==> src/hdl/rwc_defs.vh <==
// Constants for the reset and wake-up controller
`ifndef RWC_DEFS_VH
`define RWC_DEFS_VH

// Register word indices, byte address is index times four
`define RWC_IDX_TIMER      5'h01
`define RWC_IDX_PCL        5'h02
`define RWC_IDX_STATUS     5'h03
`define RWC_IDX_WPORT      5'h06
`define RWC_IDX_SPARE      5'h0A
`define RWC_IDX_PD         5'h0B
`define RWC_IDX_OD         5'h0C
`define RWC_IDX_PH         5'h0D
`define RWC_IDX_WDC        5'h0E
`define RWC_IDX_IMR        5'h0F
`define RWC_IDX_IFR        5'h10
`define RWC_IDX_NDIR       5'h11
`define RWC_IDX_WDIR       5'h12
`define RWC_IDX_TPC        5'h13
`define RWC_IDX_STATE      5'h14

// Field positions
`define RWC_SR_T           4
`define RWC_SR_P           3
`define RWC_WDC_EN         7
`define RWC_WDC_EIS        6
`define RWC_WDC_ROC        4
`define RWC_TPC_INT        6
`define RWC_TPC_PAB        3
`define RWC_IFR_PIN_CHANGE_INT_FLAG       1
`define RWC_IMR_ICIE       1

// Reset values
`define RWC_RST_TPC        8'hBF
`define RWC_RST_ONES       8'hFF
`define RWC_RST_ZERO       8'h00
`define RWC_RST_DIR        8'hFF
`define RWC_LOW3_KEEP      8'hF8
`define RWC_INT_VECTOR     8'h08

// Timing
`define RWC_CLK_PERIOD_NS  5
`define RWC_RC_TICK_NS     1000
`define RWC_OST_MS         18
`define RWC_WDT_MS         18
`define RWC_RC_DIV         (`RWC_RC_TICK_NS / `RWC_CLK_PERIOD_NS)
`define RWC_OST_TICKS      (`RWC_OST_MS * 1000000 / `RWC_RC_TICK_NS)
`define RWC_WDT_TICKS      (`RWC_WDT_MS * 1000000 / `RWC_RC_TICK_NS)

`endif

==> src/hdl/rwc_reset_wake.v <==
// Reset, sleep and wake-up controller with Wishbone register access
//
// Decided for this implementation: the Wishbone register port.
`timescale 1ns/1ps
`include "rwc_defs.vh"

// How it works
// - Reset from power, pin low, watchdog
// - Hold reset one start-up period
// - Oscillator enabled throughout reset
// - Program counter cleared on reset
// - All port pins made inputs
// - Watchdog and prescaler cleared on reset
// - Top status bits cleared only on power-on
// - Timer control all ones except bit 6
// - Spare, pull-down, pull-high set to ones
// - Open-drain control cleared on reset
// - Watchdog enable set, bits 6,4 cleared
// - Low three flag and mask bits cleared
// - Sleep halts; watchdog cleared, keeps running
// - Wake by pin, watchdog, port change
// - Time-out and power-down flags show cause
// - Port-change wake resumes, vector if enabled
// - Any wake re-enables the watchdog
// - Flag values per event table
module rwc_reset_wake #(
    parameter [15:0] RC_DIV     = `RWC_RC_DIV,    // Clock cycles per watchdog oscillator tick
    parameter [23:0] HOLD_TICKS = `RWC_OST_TICKS, // Oscillator ticks of the start-up hold
    parameter [23:0] WDT_TICKS  = `RWC_WDT_TICKS  // Oscillator ticks of one watchdog period
) (
    input  wire        clk_i,                     // Core clock, 200 MHz
    input  wire        rst_i,                     // Power-on reset, active high
    input  wire        wb_cyc_i,                  // Wishbone cycle
    input  wire        wb_stb_i,                  // Wishbone strobe
    input  wire        wb_we_i,                   // Wishbone write enable
    input  wire [7:0]  wb_adr_i,                  // Wishbone byte address
    input  wire [3:0]  wb_sel_i,                  // Wishbone byte selects
    input  wire [31:0] wb_dat_i,                  // Wishbone write data
    output reg  [31:0] wb_dat_o,                  // Wishbone read data
    output reg         wb_ack_o,                  // Wishbone acknowledge
    input  wire        ext_rst_n_i,               // External reset pin, active low
    input  wire [7:0]  wide_port_i,               // Wide port input levels
    input  wire        sleep_instr_i,             // Sleep instruction executed
    input  wire        watchdog_clear_instr_i,    // Watchdog clear instruction executed
    input  wire        global_int_en_i,           // Global interrupt state
    output reg         core_hold_o,               // Core held in reset
    output reg         osc_en_o,                  // Main oscillator enable
    output reg         sleep_o,                   // Core in power-down
    output reg         pc_load_o,                 // Pulse, load program counter
    output reg  [7:0]  pc_value_o,                // Value to load
    output reg  [7:0]  narrow_port_direction_o,   // 1 = input
    output reg  [7:0]  wide_port_direction_o,     // 1 = input
    output reg  [7:0]  timer_prescale_control_o,  // Timer and prescaler control
    output reg  [7:0]  spare_control_register_o,  // Spare control
    output reg  [7:0]  pull_down_control_o,       // Active-low pull-down enables
    output reg  [7:0]  open_drain_control_o,      // Open-drain enables
    output reg  [7:0]  pull_high_control_o,       // Active-low pull-high enables
    output reg  [7:0]  watchdog_control_o,        // Watchdog control
    output reg  [7:0]  interrupt_mask_register_o, // Interrupt masks
    output reg  [7:0]  interrupt_flag_register_o, // Interrupt flags
    output reg  [7:0]  processor_status_o,        // Status register
    output reg  [7:0]  timer_count_o              // Timer count
);

    localparam [1:0] ST_RUN   = 2'b00;
    localparam [1:0] ST_HOLD  = 2'b01;
    localparam [1:0] ST_SLEEP = 2'b10;

    reg  [1:0]  state_r;
    reg  [1:0]  state_nxt;
    reg  [15:0] rc_div_r;
    reg         rc_tick_r;
    reg  [23:0] hold_cnt_r;
    reg  [23:0] wdt_cnt_r;
    reg  [7:0]  presc_r;
    reg  [7:0]  pcl_r;
    reg  [7:0]  wsnap_r;
    reg  [7:0]  rd_mux;

    wire        active     = (state_r == ST_RUN) || (state_r == ST_SLEEP);
    wire        pin_low    = ~ext_rst_n_i;
    wire        prescaler_assign_bit        = timer_prescale_control_o[`RWC_TPC_PAB];
    wire [7:0]  presc_mask = (8'h01 << timer_prescale_control_o[2:0]) - 8'h01;
    wire        wdt_wrap   = rc_tick_r && (wdt_cnt_r == WDT_TICKS - 24'h000001);
    wire        presc_hit  = ~prescaler_assign_bit || ((presc_r & presc_mask) == presc_mask);
    wire        wdt_on     = watchdog_control_o[`RWC_WDC_EN];
    wire        wdt_tmo    = wdt_on && wdt_wrap && presc_hit;
    wire [7:0]  int_pin    = {7'h00, watchdog_control_o[`RWC_WDC_EIS]};
    wire        port_chg   = |((wide_port_i ^ wsnap_r) & wide_port_direction_o & ~int_pin);
    wire        pin_change_int_flag_set   = port_chg && interrupt_mask_register_o[`RWC_IMR_ICIE];
    wire        rst_pin    = active && pin_low;
    wire        rst_wdt    = active && ~pin_low && wdt_tmo;
    wire        any_rst    = rst_i || rst_pin || rst_wdt;
    wire        wake_chg   = (state_r == ST_SLEEP) && ~any_rst && interrupt_flag_register_o[`RWC_IFR_PIN_CHANGE_INT_FLAG]
                             && interrupt_mask_register_o[`RWC_IMR_ICIE];
    wire        hold_done  = (state_r == ST_HOLD) && ~pin_low && rc_tick_r
                             && (hold_cnt_r == HOLD_TICKS - 24'h000001);
    wire        do_sleep   = (state_r == ST_RUN) && ~any_rst && sleep_instr_i;
    wire        do_watchdog_clear_instr    = (state_r == ST_RUN) && ~any_rst && ~sleep_instr_i && watchdog_clear_instr_i;
    wire        bus_req    = wb_cyc_i && wb_stb_i && ~wb_ack_o;
    wire        bus_wr     = bus_req && wb_we_i && wb_sel_i[0] && (state_r != ST_HOLD) && ~any_rst;
    wire [4:0]  idx        = wb_adr_i[6:2];
    wire [7:0]  wd         = wb_dat_i[7:0];

    ////////////////////////////////////////////////////////////////////////
    // Watchdog oscillator tick, free running from the core clock
    always @(posedge clk_i) begin
        if (rst_i) begin
            rc_div_r  <= 16'h0000;
            rc_tick_r <= 1'b0;
        end else if (rc_div_r == RC_DIV - 16'h0001) begin
            rc_div_r  <= 16'h0000;
            rc_tick_r <= 1'b1;
        end else begin
            rc_div_r  <= rc_div_r + 16'h0001;
            rc_tick_r <= 1'b0;
        end
    end

    ////////////////////////////////////////////////////////////////////////
    // Next state
    always @* begin
        state_nxt = state_r;
        if (any_rst) begin
            state_nxt = ST_HOLD;
        end else begin
            case (state_r)
                ST_RUN:   if (do_sleep) state_nxt = ST_SLEEP;
                ST_SLEEP: if (wake_chg) state_nxt = ST_RUN;
                ST_HOLD:  if (hold_done) state_nxt = ST_RUN;
                default:  state_nxt = ST_HOLD;
            endcase
        end
    end

    // State and control outputs
    always @(posedge clk_i) begin
        if (rst_i) begin
            state_r     <= ST_HOLD;
            core_hold_o <= 1'b1;
            osc_en_o    <= 1'b1;
            sleep_o     <= 1'b0;
        end else begin
            state_r     <= state_nxt;
            core_hold_o <= (state_nxt == ST_HOLD);
            osc_en_o    <= (state_nxt != ST_SLEEP);
            sleep_o     <= (state_nxt == ST_SLEEP);
        end
    end

    ////////////////////////////////////////////////////////////////////////
    // Start-up hold counter on the watchdog oscillator
    always @(posedge clk_i) begin
        if (rst_i || (state_r != ST_HOLD) || pin_low) begin
            hold_cnt_r <= 24'h000000;
        end else if (rc_tick_r) begin
            hold_cnt_r <= hold_cnt_r + 24'h000001;
        end
    end

    ////////////////////////////////////////////////////////////////////////
    // Watchdog counter and shared prescaler
    always @(posedge clk_i) begin
        if (rst_i || any_rst || (state_r == ST_HOLD)) begin
            wdt_cnt_r <= 24'h000000;
            presc_r   <= 8'h00;
        end else if (do_sleep || do_watchdog_clear_instr) begin
            wdt_cnt_r <= 24'h000000;
            if (prescaler_assign_bit) begin
                presc_r <= 8'h00;
            end
        end else if (bus_wr && (idx == `RWC_IDX_TIMER) && ~prescaler_assign_bit) begin
            presc_r <= 8'h00;
        end else if (wdt_on && rc_tick_r) begin
            wdt_cnt_r <= wdt_wrap ? 24'h000000 : wdt_cnt_r + 24'h000001;
            if (wdt_wrap && prescaler_assign_bit) begin
                presc_r <= wdt_tmo ? 8'h00 : presc_r + 8'h01;
            end
        end
    end

    ////////////////////////////////////////////////////////////////////////
    // Program counter load requests
    always @(posedge clk_i) begin
        if (rst_i) begin
            pc_load_o  <= 1'b0;
            pc_value_o <= 8'h00;
        end else if (hold_done) begin
            pc_load_o  <= 1'b1;
            pc_value_o <= 8'h00;
        end else if (wake_chg && global_int_en_i) begin
            pc_load_o  <= 1'b1;
            pc_value_o <= `RWC_INT_VECTOR;
        end else begin
            pc_load_o  <= 1'b0;
        end
    end

    ////////////////////////////////////////////////////////////////////////
    // Register file with reset values per cause
    always @(posedge clk_i) begin
        if (any_rst) begin
            pcl_r                    <= 8'h00;
            timer_count_o            <= 8'h00;
            narrow_port_direction_o  <= `RWC_RST_DIR;
            wide_port_direction_o    <= `RWC_RST_DIR;
            timer_prescale_control_o <= `RWC_RST_TPC;
            spare_control_register_o <= `RWC_RST_ONES;
            pull_down_control_o      <= `RWC_RST_ONES;
            pull_high_control_o      <= `RWC_RST_ONES;
            open_drain_control_o     <= `RWC_RST_ZERO;
            watchdog_control_o[`RWC_WDC_EN]  <= 1'b1;
            watchdog_control_o[`RWC_WDC_EIS] <= 1'b0;
            watchdog_control_o[`RWC_WDC_ROC] <= 1'b0;
            interrupt_flag_register_o <= interrupt_flag_register_o & `RWC_LOW3_KEEP;
            interrupt_mask_register_o <= interrupt_mask_register_o & `RWC_LOW3_KEEP;
            if (rst_i) begin
                processor_status_o[7:5] <= 3'b000;
                processor_status_o[`RWC_SR_T] <= 1'b1;
                processor_status_o[`RWC_SR_P] <= 1'b1;
                watchdog_control_o[5]   <= 1'b0;
                watchdog_control_o[3:0] <= 4'h0;
                wsnap_r                 <= 8'h00;
                interrupt_flag_register_o <= 8'h00;
                interrupt_mask_register_o <= 8'h00;
                processor_status_o[2:0] <= 3'b000;
            end else if (rst_wdt) begin
                processor_status_o[`RWC_SR_T] <= 1'b0;
                if (state_r == ST_SLEEP) begin
                    processor_status_o[`RWC_SR_P] <= 1'b0;
                end
            end else if (state_r == ST_SLEEP) begin
                processor_status_o[`RWC_SR_T] <= 1'b1;
                processor_status_o[`RWC_SR_P] <= 1'b0;
            end
        end else begin
            // Sleep, watchdog clear and wake update the status flags
            if (do_sleep || wake_chg) begin
                processor_status_o[`RWC_SR_T] <= 1'b1;
                processor_status_o[`RWC_SR_P] <= 1'b0;
            end else if (do_watchdog_clear_instr) begin
                processor_status_o[`RWC_SR_T] <= 1'b1;
                processor_status_o[`RWC_SR_P] <= 1'b1;
            end
            if (wake_chg) begin
                watchdog_control_o[`RWC_WDC_EN] <= 1'b1;
                if (global_int_en_i) begin
                    pcl_r <= `RWC_INT_VECTOR;
                end
            end
            // Snapshot of the wide port on each read of its data
            if (bus_req && ~wb_we_i && (idx == `RWC_IDX_WPORT)) begin
                wsnap_r <= wide_port_i;
            end
            if (bus_wr) begin
                case (idx)
                    `RWC_IDX_TIMER:  timer_count_o <= wd;
                    `RWC_IDX_PCL:    pcl_r <= wd;
                    `RWC_IDX_STATUS: processor_status_o <= {wd[7:5], processor_status_o[4:3], wd[2:0]};
                    `RWC_IDX_SPARE:  spare_control_register_o <= wd;
                    `RWC_IDX_PD:     pull_down_control_o <= wd;
                    `RWC_IDX_OD:     open_drain_control_o <= wd;
                    `RWC_IDX_PH:     pull_high_control_o <= wd;
                    `RWC_IDX_WDC:    if (~wake_chg) watchdog_control_o <= wd;
                    `RWC_IDX_IMR:    interrupt_mask_register_o <= wd;
                    `RWC_IDX_IFR:    interrupt_flag_register_o <= wd;
                    `RWC_IDX_NDIR:   narrow_port_direction_o <= wd;
                    `RWC_IDX_WDIR:   wide_port_direction_o <= wd;
                    `RWC_IDX_TPC:    timer_prescale_control_o <= wd;
                    default:         pcl_r <= pcl_r;
                endcase
            end
            // Port change flag, set wins over a clearing write
            if (pin_change_int_flag_set) begin
                interrupt_flag_register_o[`RWC_IFR_PIN_CHANGE_INT_FLAG] <= 1'b1;
            end
        end
    end

    ////////////////////////////////////////////////////////////////////////
    // Read data select
    always @* begin
        case (idx)
            `RWC_IDX_TIMER:  rd_mux = timer_count_o;
            `RWC_IDX_PCL:    rd_mux = pcl_r;
            `RWC_IDX_STATUS: rd_mux = processor_status_o;
            `RWC_IDX_WPORT:  rd_mux = wide_port_i;
            `RWC_IDX_SPARE:  rd_mux = spare_control_register_o;
            `RWC_IDX_PD:     rd_mux = pull_down_control_o;
            `RWC_IDX_OD:     rd_mux = open_drain_control_o;
            `RWC_IDX_PH:     rd_mux = pull_high_control_o;
            `RWC_IDX_WDC:    rd_mux = watchdog_control_o;
            `RWC_IDX_IMR:    rd_mux = interrupt_mask_register_o;
            `RWC_IDX_IFR:    rd_mux = interrupt_flag_register_o;
            `RWC_IDX_NDIR:   rd_mux = narrow_port_direction_o;
            `RWC_IDX_WDIR:   rd_mux = wide_port_direction_o;
            `RWC_IDX_TPC:    rd_mux = timer_prescale_control_o;
            `RWC_IDX_STATE:  rd_mux = {6'h00, state_r};
            default:         rd_mux = 8'h00;
        endcase
    end

    // Wishbone handshake, one wait state, unmapped reads as zero
    always @(posedge clk_i) begin
        if (rst_i) begin
            wb_ack_o <= 1'b0;
            wb_dat_o <= 32'h00000000;
        end else begin
            wb_ack_o <= bus_req;
            if (bus_req) begin
                wb_dat_o <= {24'h000000, rd_mux};
            end
        end
    end

endmodule

==> config.mk <==
export PLATFORM = sky130hd
export DESIGN_NAME = rwc_reset_wake
export DESIGN_NICKNAME = d
export VERILOG_FILES = /design/src/hdl/rwc_reset_wake.v
export VERILOG_INCLUDE_DIRS = /design/src /design/src/hdl
export SDC_FILE = /design/constraint.sdc
export NUM_CORES = 1
export LEC_CHECK = 0
export BUFFER_PORTS_ARGS = -buffer_cell sky130_fd_sc_hd__buf_4
export CAP_MARGIN = 20
export CORE_MARGIN = 5
export CORE_UTILIZATION = 59
export DETAILED_ROUTE_END_ITERATION = 10
export GPL_ROUTABILITY_DRIVEN = 0
export GPL_TIMING_DRIVEN = 0
export PLACE_DENSITY_LB_ADDON = 0.05
export RECOVER_POWER = 25
export SLEW_MARGIN = 20
export SYNTH_ARGS = -nofsm -noshare
export SYNTH_HDL_FRONTEND = slang
export SYNTH_SLANG_ARGS = --single-unit
==> constraint.sdc <==
create_clock -name clk_i -period 5.1 [get_ports clk_i]
set_clock_uncertainty 0.1 [all_clocks]
set_input_delay 1.02 -clock clk_i [delete_from_list [all_inputs] [get_ports clk_i]]
set_output_delay 1.02 -clock clk_i [all_outputs]
set_load 0.03 [all_outputs]
; Word-level counts from Yosys, hierarchy flattened
; Cells that the tools add are included.
[totals]
elab_cells = 210
input_bits = 61
regBits = 201
output_inout_bits = 141
[op_classes]
add_sub_neg = 5
n_eq_ne = 32
muxes = 48
bitwise_logic = 13
shift = 1
reduce_logical = 77
[ops]
columns = operator, n
row1 = two-way mux 8 bit, 25
row2 = one-hot mux 8 bit (15 select lines), 1
row3 = "adder 24 x 1 -> 24 bit, second input constant", 2
row4 = "equality test 24 x 15 -> 1 bit, second input constant", 2
row5 = "equality test 5 x 4 -> 1 bit, second input constant", 6
row6 = logical AND 1 bit, 30
row7 = AND reduction 2 bit, 15
row8 = "equality test 5 bit, second input constant", 5
row9 = bitwise AND 8 bit, 3
row10 = two-way mux 24 bit, 1
row11 = two-way mux 2 bit, 9
row12 = "adder 16 x 1 -> 16 bit, second input constant", 1
row13 = "equality test 16 x 8 -> 1 bit, second input constant", 1
row14 = one-hot mux 8 bit (2 select lines), 1
row15 = AND reduction 3 bit, 5
row16 = nonzero test 2 bit, 6
row17 = nonzero test 3 bit, 4
row18 = OR reduction 12 bit, 1
row19 = "equality test 5 x 2 -> 1 bit, second input constant", 2
row20 = logical OR 1 bit, 10
row21 = "adder 8 x 1 -> 8 bit, second input constant", 1
row22 = equality test 8 bit, 1
row23 = "!= test 2 bit, second input constant", 4
row24 = NOT 1 bit, 8
row25 = other kinds (21), 32

; Logic depth before layout (Yosys ltp)
[depth]
word_depth = 17
ltp_mapped = 11
mapped_depth_nobuf = 8

; Worst setup path after synthesis
; No wires, ideal clock.
[synth_timing]
path_kind = in2reg
from = input port wb_adr_i[5]
to = register processor_status_o[4], enable pin
path_slack_ns = 2.123
path_stages = 7
setup_ns = 0.247
arrival_ns = 2.630
path_cell_list = clkbuf_1 nor2_1 nand3_1 or3_1 a211oi_2 a21oi_1 or2_1
[synth_via]
elab_chain_cells = 3
[synth_lines]
columns = item, line_no
row1 = "start, declared", rwc_reset_wake.v:36  ; input wire [7:0] wb_adr_i,
row2 = equality test 5 x 2 -> 1 bit, rwc_reset_wake.v:256  ; case (idx)
row3 = != test 3 bit (no line), -
row4 = AND reduction 2 bit (no line), -
row5 = "end signal, assigned", rwc_reset_wake.v:259  ; `RWC_IDX_STATUS: processor_status_o <= {wd[7:5], processor_status_o[4:3], wd[2:0]};
row6 = "end, declared", rwc_reset_wake.v:61  ; output reg [7:0] processor_status_o,
; No other way between the ends.
; A chain may end at the register's enable or synchronous reset.

; Worst setup path after layout
[layout_timing]
from = input port wb_stb_i
to = register interrupt_mask_register_o[7], enable pin
[layout_via]
elab_chain_cells = 8
[layout_lines]
columns = item, line_no
row1 = "start, declared", rwc_reset_wake.v:34  ; input wire wb_stb_i,
row2 = logical AND 1 bit (2 in series), rwc_reset_wake.v:100  ; wire bus_req = wb_cyc_i && wb_stb_i && ~wb_ack_o;
row3 = logical AND 1 bit (4 in series), rwc_reset_wake.v:101  ; wire bus_wr = bus_req && wb_we_i && wb_sel_i[0] && (state_r != ST_HOLD) && ~any_rst;
row4 = nonzero test 2 bit (no line), -
row5 = AND reduction 3 bit (no line), -
row6 = "end signal, assigned", rwc_reset_wake.v:216  ; interrupt_mask_register_o <= interrupt_mask_register_o & `RWC_LOW3_KEEP;
row7 = "end signal, assigned", rwc_reset_wake.v:265  ; `RWC_IDX_IMR: interrupt_mask_register_o <= wd;
row8 = "end, declared", rwc_reset_wake.v:59  ; output reg [7:0] interrupt_mask_register_o,
; No other way between the ends.

==> flow_metrics.py <==
metrics = {
    "sta": {
        "min_period_ns": 3.304,
        "rsz0062_at_grt": "false",
        "clock.fmax_mhz": 302.7,
        "relSlewSlack_pct": 33.53,
        "maxSlewViolCount": 0,
        "finalSetupViolCount": 0,
        "tns_ns": 0,
        "worst_slew_pin_slew_ns": 0.9895,
        "fin_crit_sh_pct": 64.79,
        "finalHoldViolations": 0,
    },
    "cells_and_area": {
        "areaGrowthSynthToFinish_pct": 18.34,
        "stdcell_count": 1482,
        "reg.largest.list": "hold_cnt_r (24), wdt_cnt_r (24), rc_div_r (16)",
        "diodes": 0,
        "layout-drive-gt1-share_pct": 14.14,
        "fill_cells": 1350,
        "seq_area_mm2": 0.004374,
        "fin_nets": 1318,
        "multiInputGateArea_mm2": 0.004564,
    },
    "synth": {
        "ys_seq_elements": 200,
        "synth-seq-area-share_pct": 46.89,
        "synthArstFlopShare_pct": 0,
        "yosys-top-cells-count": "nand2_1 (177), dfxtp_1 (163), nor2_1 (111)",
        "synth.most_common_cell": "nand2_1",
        "synth.avg_cell_area_um2": 8.750,
        "synth_area_leader_cell": "dfxtp_1",
        "synth_area_mm2": 0.009328,
        "synth_flop_cell": "dfxtp_1",
        "synth_cells": 1066,
        "synth-edff-count": 37,
        "netlist-cell-type-count": 70,
        "synth-warning-count": 0,
        "synthTopCellsByArea": "dfxtp_1 (35%), edfxtp_1 (12%), nand2_1 (7.1%)",
        "yosysTopAreaCellShare_pct": 34.98,
    },
    "die": {
        "rows": 46,
        "start_util_pct": 59.36,
        "io_pins": 202,
        "core_mm2": 0.01571,
        "die_area_mm2": 0.01842,
        "die_w_um": 135.7,
        "die_h_um": 135.7,
    },
    "setup_path": {
        "r2r-end": "pull_down_control_o[1]",
        "worstRegToRegCells": 8,
        "cp.arrival_ns": 3.28,
        "critPathCaptureType": "flop",
        "reg2reg_from": "timer_prescale_control_o[2]",
        "path_max_fanout": 10,
        "reg2reg_slack_ns": 1.93,
        "cp_data_required_time_ns": 5.07,
        "path_class": "input port to flop",
        "worst_setup_path_start_kind": "input port",
    },
    "worst_hold_path": {
        "hp-start": "rc_div_r[0]",
        "hold_depth": 1,
        "hold_class": "flop to flop",
        "hold_end": "rc_div_r[0]",
    },
    "clocking": {
        "cts.path.max_buffers": 2,
        "cts_resized": 0,
        "cts_tree": "done",
        "root_buffer": "clkbuf_16",
        "cts_setup_buffers": 0,
        "clock_latency_ns": 0.44,
        "holdBufCountCts": 0,
        "numClockSinks": 200,
        "htreeDepth": 4,
        "clkSlewWorstSetupHoldPaths_ns": 0.07,
        "numCtsBuffers": 17,
    },
    "global_route": {
        "gr-usage-all-layers_pct": 31.37,
        "grt_max_degree": 18,
        "grt_pass1_vias": 8091,
        "grt_pass1_wl_um": 44680,
        "antenna_found_initial": 0,
        "overflow": 0,
    },
    "drt": {
        "drt-total-wl_um": 29070,
        "drt_drc_violations_left": 2,
        "drtPass1Iterations": 11,
        "wl_per_cell_um": 19.62,
        "via_per_inst": 5.940,
        "drt_iter0_drc": 1215,
        "via_count": 8803,
        "postRouteAntennaNets": 0,
    },
    "power": {
        "powerDensity_mw_per_mm2": 281.7,
        "peakVddDrop_v": 0.0002160,
        "p_leak_nw": 4.322,
    },
    "run_status": {
        "status": "complete, but fails checks",
        "violations": "design-rule violations",
    },
    "job": {
        "drv_cap": 0,
    },
    "place": {
        "dp.cells": 1450,
        "hpwlAfterDp_um": 21340,
        "port_buffers": 138,
    },
}
## stage by stage
step,total power [mW],hold slack [ns],area [um2],util [%],worst slack [ns]
floorplan,1.826,0.3175,9440,-,2.123
global placement,1.913,0.3315,10750,68.39,1.311
detailed placement,1.916,0.3497,10750,68.43,1.406
CTS,3.111,0.3590,11270,71.71,1.860
global route,3.199,0.3809,11040,70.25,1.577
finish,3.110,0.3564,11040,70.25,1.796
## metal layers
metal / vias to the layer above / track usage [%] / share of wire, %
met1: 4070 / 42.47 / 39
li1: 4067 / - / -
met2: 574 / 47.54 / 44
met5: - / 1.389 / 0.12
met3: 90 / 8.804 / 13
met4: 2 / 12.43 / 3.5
## report_power, final
| part | internal, mW | switching, mW |
|---|---|---|
| logic | 0.0775 | 0.167 |
| clock network | 0.626 | 0.599 |
| registers | 1.63 | 0.0139 |
## worst max path at each step
| stage | slack [ns] | from | endpoint |
|---|---|---|---|
| floorplan | 2.12 | wb_adr_i[5] | processor_status_o[4] |
| global placement | 1.31 | wb_adr_i[6] | wb_dat_o[7] |
| detailed placement | 1.41 | wb_stb_i | interrupt_mask_register_o[6] |
| CTS | 1.86 | wb_stb_i | interrupt_mask_register_o[3] |
| global route | 1.58 | wb_stb_i | interrupt_mask_register_o[7] |
| finish | 1.80 | wb_stb_i | interrupt_mask_register_o[7] |
## kinds of logic after synthesis
kind of cell / after synthesis / share of synthesized area (%)
AOI/OAI and AO/OA: 159 / 11.64
xor gates and xnor gates: 63 / 5.916
adders and majority gates: 4 / 0.5366
buffers and inverters: 91 / 5.486
DFF: 200 / 46.89
muxes: 22 / 2.388
other: 1 / 0.04020
and+or+nand+nor: 526 / 27.10
## cells in the final DEF (no fill, tap or decap), drive strengths merged, types with 20 or more instances in the layout
cell    instances
xor2           48
nand2         178
nand4          23
clkbuf        118
nand3          91
a22oi          39
nor2          115
dfxtp         163
a21oi          49
edfxtp         37
mux2i          20
and2           31
buf           124
conb           31
## critical path: stages
cell and delay (ns):
buf_4 0.08, nand3b_1 0.19, nor3_1 0.43, clkbuf_1 0.48, clkbuf_1 0.43, nand2_1 0.13
o21bai_1 0.51
## layout make-up
| class | count | area share (%) |
|---|---|---|
| clock inverters | 11 | 0.6801 |
| clock buffers | 21 | 3.990 |
| multi-input cells | 805 | 41.35 |
| flip-flops and latches | 200 | 39.63 |
| inverters | 8 | 0.2720 |
| repair buffers | 138 | 7.277 |
| well taps | 216 | 2.448 |
| plain buffers | 83 | 4.353 |
(Power assumes the default switching activity.)
